`src/dam_pkg.sv`:
```
package dam_pkg;
   // ==========================================================
   // widths and pipeline shape
   localparam int RES_W = 12;
   localparam int STAGES = 12;
   localparam int STAGES_PER_LVL = 2;
   localparam int LEVELS = STAGES / STAGES_PER_LVL;
   localparam int LATENCY = 7;
   localparam int CHANNELS = 2;
   localparam int CH_I = 0;
   localparam int CH_Q = 1;
   localparam int DIG_W = 2 * STAGES;
   localparam int SUM_W = RES_W + 2;
   localparam int STEP_W = RES_W + 2;
   localparam int CNT_W = 4;
   // ==========================================================
   // stage decision levels, full scale is 4096 codes
   localparam logic [RES_W-1:0] LOW_THRESH = 12'h400;
   localparam logic [RES_W-1:0] HIGH_THRESH = 12'hC00;
   localparam logic [RES_W:0] HALF_SCALE = 13'h0800;
   localparam logic [RES_W:0] FULL_SCALE = 13'h1000;
   localparam logic [RES_W-1:0] CODE_MAX = 12'hFFF;
   localparam logic [1:0] DIGIT_LOW = 2'h0;
   localparam logic [1:0] DIGIT_MID = 2'h1;
   localparam logic [1:0] DIGIT_HIGH = 2'h2;
   // ==========================================================
   // timing
   localparam int CLK_PERIOD_NS = 25;
   localparam int LINK_DELAY = 2;
   localparam logic [CNT_W-1:0] WARMUP_CYCLES = CNT_W'(LATENCY + LINK_DELAY);
   localparam logic [CNT_W-1:0] CNT_ONE = 4'h1;
   // ==========================================================
   // capture modes
   typedef enum logic [2:0] {
      MODE_I = 3'h1,
      MODE_Q = 3'h2,
      MODE_IQ = 3'h4
   } dam_mode_e;
endpackage

```
`src/dam_if.sv`:
```
`timescale 1ns/1ps
interface dam_if;
   logic [dam_pkg::RES_W-1:0] shared_result_bus;
   logic [dam_pkg::RES_W-1:0] busLevel;
   logic busOe;
   logic selectLine;
   logic output_disable_n;
   // wire level seen by the receiver; a released bus reads
   // inverted, so a capture while floating cannot pass unseen
   assign busLevel = busOe ? shared_result_bus : ~shared_result_bus;
   modport adc (
      input selectLine,
      input output_disable_n,
      output shared_result_bus,
      output busOe
   );
   modport capture (
      input busLevel,
      input busOe,
      output selectLine,
      output output_disable_n
   );
endinterface

```
`src/dam_adc_end.sv`:
```
`timescale 1ns/1ps
module dam_adc_end (
   input wire logic clk,
   input wire logic rst,
   input wire logic [dam_pkg::RES_W-1:0] sampleI,
   input wire logic [dam_pkg::RES_W-1:0] sampleQ,
   dam_if.adc link
);
   import dam_pkg::*;

   // ==========================================================
   // stage arithmetic
   // one redundant stage: three-way decision, residue doubled;
   // the overlap lets late correction absorb comparator offsets
   function automatic logic [STEP_W-1:0] stage_step(
      input logic [RES_W-1:0] res
   );
      logic [RES_W:0] twice;
      logic [RES_W:0] diff;
      twice = {res, 1'b0};
      diff = '0;
      if (res < LOW_THRESH) begin
         stage_step = {DIGIT_LOW, twice[RES_W-1:0]};
      end else if (res < HIGH_THRESH) begin
         diff = twice - HALF_SCALE;
         stage_step = {DIGIT_MID, diff[RES_W-1:0]};
      end else begin
         diff = twice - FULL_SCALE;
         stage_step = {DIGIT_HIGH, diff[RES_W-1:0]};
      end
   endfunction

   // overlapping digits are summed and clipped to the code range;
   // the last digit weighs half an LSB, so the sum is halved and
   // its low bit rounds the code back up
   function automatic logic [RES_W-1:0] correct_code(
      input logic [DIG_W-1:0] digits
   );
      logic [SUM_W-1:0] sum;
      logic [SUM_W-1:0] halved;
      sum = '0;
      halved = '0;
      for (int k = 0; k < STAGES; k++) begin
         sum = sum + (SUM_W'(digits[2*k +: 2]) << (STAGES - 1 - k));
      end
      halved = (sum >> 1) + SUM_W'(sum[0]);
      if (halved > SUM_W'(CODE_MAX)) begin
         correct_code = CODE_MAX;
      end else begin
         correct_code = halved[RES_W-1:0];
      end
   endfunction

   // ==========================================================
   // pipeline storage
   // level 0 is the held sample; level n has passed 2n stages
   logic [RES_W-1:0] resReg [CHANNELS][LEVELS+1];
   logic [DIG_W-1:0] digReg [CHANNELS][LEVELS+1];
   logic [RES_W-1:0] sampleIn [CHANNELS];
   logic [RES_W-1:0] busReg;
   logic [RES_W-1:0] busNext;
   logic oeReg;

   assign sampleIn[CH_I] = sampleI;
   assign sampleIn[CH_Q] = sampleQ;

   // ==========================================================
   // per-channel conversion
   // data path carries no reset: a stale pipeline flushes in
   // seven clocks, which the receiver's warm-up already covers
   genvar ch;
   genvar lvl;
   generate
      for (ch = 0; ch < CHANNELS; ch++) begin : g_chan
         always_ff @(posedge clk) begin
            resReg[ch][0] <= sampleIn[ch];
            digReg[ch][0] <= '0;
         end

         for (lvl = 1; lvl <= LEVELS; lvl++) begin : g_lvl
            logic [STEP_W-1:0] firstStep;
            logic [STEP_W-1:0] secondStep;
            logic [DIG_W-1:0] digNext;

            always_comb begin
               firstStep = stage_step(resReg[ch][lvl-1]);
               secondStep = stage_step(firstStep[RES_W-1:0]);
            end

            // earlier digits ride along, so all meet in step
            always_comb begin
               digNext = digReg[ch][lvl-1];
               digNext[2*STAGES_PER_LVL*(lvl-1) +: 2] = firstStep[STEP_W-1:RES_W];
               digNext[2*STAGES_PER_LVL*(lvl-1)+2 +: 2] = secondStep[STEP_W-1:RES_W];
            end

            always_ff @(posedge clk) begin
               resReg[ch][lvl] <= secondStep[RES_W-1:0];
               digReg[ch][lvl] <= digNext;
            end
         end
      end
   endgenerate

   // ==========================================================
   // output multiplexer
   // correction and channel choice share the last clock, so the
   // word stands on the bus exactly LATENCY edges after sampling
   always_comb begin
      if (link.selectLine) begin
         busNext = correct_code(digReg[CH_I][LEVELS]);
      end else begin
         busNext = correct_code(digReg[CH_Q][LEVELS]);
      end
   end

   // select is sampled at the edge: toggling it each clock
   // alternates I and Q words, the synchronous form of tying it
   // to the clock
   always_ff @(posedge clk) begin
      if (rst) begin
         busReg <= '0;
      end else begin
         busReg <= busNext;
      end
   end

   // ==========================================================
   // output enable
   // disable only gates the buffers; the pipeline never stops
   always_ff @(posedge clk) begin
      if (rst) begin
         oeReg <= 1'b0;
      end else begin
         oeReg <= ~link.output_disable_n;
      end
   end

   assign link.shared_result_bus = busReg;
   assign link.busOe = oeReg;
endmodule

```
`src/flat_wrapper.sv`:
```
// flat-port wrapper written by rule: the top's interface ports become plain ports
module dam_adc_end_flat import dam_pkg::*;
  (clk, rst, sampleI, sampleQ, link_selectLine, link_output_disable_n, link_shared_result_bus, link_busOe);
  dam_if link_i ();
  input wire logic clk;
  input wire logic rst;
  input wire logic [dam_pkg::RES_W-1:0] sampleI;
  input wire logic [dam_pkg::RES_W-1:0] sampleQ;
  input wire logic [$bits(link_i.selectLine)-1:0] link_selectLine;
  input wire logic [$bits(link_i.output_disable_n)-1:0] link_output_disable_n;
  output wire logic [$bits(link_i.shared_result_bus)-1:0] link_shared_result_bus;
  output wire logic [$bits(link_i.busOe)-1:0] link_busOe;
  assign link_i.selectLine = link_selectLine;
  assign link_i.output_disable_n = link_output_disable_n;
  assign link_shared_result_bus = link_i.shared_result_bus;
  assign link_busOe = link_i.busOe;
  dam_adc_end u_core (.clk(clk), .rst(rst), .sampleI(sampleI), .sampleQ(sampleQ), .link(link_i));
endmodule
```
`config.mk`:
```
export PLATFORM = sky130hd
export DESIGN_NAME = dam_adc_end_flat
export DESIGN_NICKNAME = d
export VERILOG_FILES = /design/src/dam_pkg.sv /design/src/dam_if.sv /design/src/dam_adc_end.sv /design/src/flat_wrapper.sv
export SDC_FILE = /design/constraint.sdc
export NUM_CORES = 1
export LEC_CHECK = 0
export ABC_AREA = 1
export BUFFER_PORTS_ARGS = -buffer_cell sky130_fd_sc_hd__buf_2
export CAP_MARGIN = 40
export CORE_UTILIZATION = 40
export DETAILED_ROUTE_END_ITERATION = 8
export GPL_ROUTABILITY_DRIVEN = 0
export MAX_ROUTING_LAYER = met4
export SETUP_SLACK_MARGIN = 0.3
export SLEW_MARGIN = 20
export SYNTH_ARGS = -nofsm -noshare
export SYNTH_HDL_FRONTEND = slang
export SYNTH_SLANG_ARGS = --single-unit
```
`constraint.sdc`:
```
create_clock -name clk -period 2.3 [get_ports clk]
set_input_delay 0.575 -clock clk [delete_from_list [all_inputs] [get_ports clk]]
set_output_delay 0.575 -clock clk [all_outputs]
set_load 0.01 [all_outputs]
```
==> metrics.yaml <==
violations: "design-rule violations"
synth_area_leaders: "dfxtp_1, nand2_1, nor2_1, ha_1, inv_1"
clock-root-buffer: "clkbuf_16"
grt_max_degree: 15
async_flop_share_pct: 0
syn_to_final_growth_pct: 24.0
avgSynthCellArea_um2: 10.5
die_y_um: 139
worst_pin_slew_ns: 0.359
p_leak_uw: 0.00443
r2r_slack_ns: 0.06
cts_tree: "yes"
dieArea_mm2: 0.0193
grt_overflow: 0
synthTopCellsByCount: "dfxtp_1, nand2_1, nor2_1"
core-area_mm2: 0.0182
yosysTopAreaCell: "dfxtp_1"
grt_usage_pct: 10.8
ys_types: 30
fin_skew_ns: 0.0131
antenna_found_initial: 0
r2r_end: "u_core.link.shared_result_bus[0]"
synth_cells: 718
place_inst: 981
yosysSeqAreaShare_pct: 70.1
clk_path_buf_depth: 3
min_period_over_period_pct: 97.5
synth_edf_count: 0
finalNetCount: 854
critPathMaxStageDelay_ns: 0.35
drtIter0Drc: 158
setup_violations: 0
power_uw: 10100
end_kind: "flip-flop"
grt_pass1_wl_um: 17100
nFillCells: 1605
cts_inserted_buffers: 26
drv_cap: 0
setup_ws_ns: 0.0573
power.density_mw_per_mm2: 1080
path_max_fanout: 8
cp_slowest_cell: "fa_2"
drc: 4
ff2ff_path_depth: 14
drt_pass1_iterations: 6
clk_pin_slew_worst_paths_ns: 0.06
fp-row-count: 49
max_freq_ghz: 0.446
syn_area_mm2: 0.00751
post-synth-top-area-fraction_pct: 70.1
drtAntennaViolNets: 0
cts-htree-levels: 1
holdBufCountCts: 0
startpoint: "u_core.digReg[0][18]"
crit_arrival_ns: 2.68
crit_path_cell_trace: "ha_4 -> fa_2 -> buf_6 -> xnor2_4 -> nor2_2 -> nand3_2 -> nor2_2 -> nand4_1 -> nor2_2 -> nor2_4 -> buf_12 -> nand2_1 -> nand2_1 -> nor2_1"
tns_ns: 0
hold_viol_final: 0
rsz0062_at_grt: "yes"
yosysWarningCount: 0
num_io_pins: 41
yosys.cell_count.top_type: "dfxtp_1"
diodes: 0
dieWidth_um: 139
first_global_vias: 4023
viasPerCell: 4.07
io_buffers: 40
start_util_pct: 41.3
routed_wl_um: 9530
ir_drop_mv: 0.590
drv_slew: 0
relSlewSlack_pct: 76.1
fin_cells: 1049
required_ns: 2.74
path_class: "flip-flop to flip-flop"
pre_cts_ws_ns: -0.0783
synth_fp_nets: 772
drive_above_1_share_pct: 22.4
synthFlopType: "dfxtp_1"
rr_startpoint: "u_core.digReg[0][18]"
start_kind: "flip-flop"
outcome: "finished with violations"
ys_ff_latch: 263
vias: 4267
clock_latency_ns: 0.51
route.detailed.wl_per_inst_um: 9.08
path_common_cell: "nor2_2"
cts_sinks: 263
postPlaceCellArea_mm2: 0.00802
final_area_mm2: 0.00932
hp-class: "primary input to flip-flop"
place_hpwl_um: 6300
period_minus_slack_ns: 2.24
cp-endpoint: "u_core.link.shared_result_bus[0]"
[how the worst min path moves through the flow]
stage,startpoint,endpoint,slack (ns),cells past startpoint
finish,sampleQ[1],u_core.resReg[1][73],0.16,1
global route,sampleQ[1],u_core.resReg[1][73],0.14,1
CTS,sampleQ[1],u_core.resReg[1][73],0.13,1
detailed placement,u_core.digReg[0][24],u_core.digReg[0][0],0.31,0
global placement,u_core.resReg[1][72],u_core.resReg[1][62],0.31,0
floorplan,u_core.digReg[0][24],u_core.digReg[0][0],0.31,0
[routing by layer]
layer	vias to the layer above	GRT usage, %	wire length [µm]
met5	-	-	0
met4	0	5.32	318
met3	29	2.45	450
met2	70	16.4	3980
met1	1806	13.7	4770
li1	2362	-	-
[critical path, delay by kind of cell (launching register included)]
family	cells	cell delay (ns)
xor+xnor	1	0.12
buf+inv	2	0.29
flops	1	0.33
fa+ha+maj	2	0.51
simple gates	9	0.95
[where the power goes]
part	internal (µW)	leakage [µW]	switching, µW
sequential	4860	0.00221	86.8
combinational	370	0.00177	470
clock	2720	0.000452	1600
total	7950	0.00443	2160
[metrics by stage]
stage / hold slack (ns) / utilization [%]
2_1_floorplan: 0.310 / -
3_3_place_gp: 0.310 / 44.0
3_5_place_dp: 0.312 / 44.0
4_1_cts: 0.131 / 49.9
5_1_grt: 0.135 / 51.2
6_report: 0.160 / 51.2
[area by class of cell]
cell class              count  area, µm²  area share (%)
clock inverters             9        130            1.40
inverters                  77        289            3.10
multi-input cells         361       2080            22.4
well taps                 229        287            3.08
clock buffers              39        791            8.49
flip-flops and latches    263       5270            56.5
repair buffers             71        468            5.02
[logic make-up (layout without fill, tap and decap cells)]
group | Yosys count | count (layout) | share of synthesized area (%)
buffers and inverters | 94 | 196 | 5.08
adder cells (fa/ha/maj) | 26 | 26 | 4.53
flip-flops | 263 | 263 | 70.1
AND/OR/NAND/NOR | 300 | 300 | 17.2
XOR/XNOR | 12 | 12 | 1.50
AO/OA/AOI/OAI | 23 | 23 | 1.65
[placed cells by master, fill, tap and decap left out, drive strengths merged]
cell type	instances
clkinvlp	1
ha	24
nand3b	4
xor2	4
nor3	2
clkbuf	39
fa	2
a21oi	11
o21a	1
inv	79
buf	71
or2	5
clkinv	3
nand2	149
nand3	39
nor2	94
bufinv	3
xnor2	8
and2	1
o21ai	10
dfxtp	263
a21boi	1
nand4	6
[state kept, by name, indices dropped and copies added (netlist names)]
register                       flops
u_core.digReg                    166
u_core.link.busOe                  1
u_core.link.shared_result_bus     12
u_core.resReg                     84
[timing repair]
action / in CTS / in global routing
endpoints found under the setup margin: 12 / 12
pin swaps: 17 / 33
buffers inserted: 10 / 9
resized for setup: 18 / 37
gates cloned: 1 / 0
(Power assumes the default switching activity.)
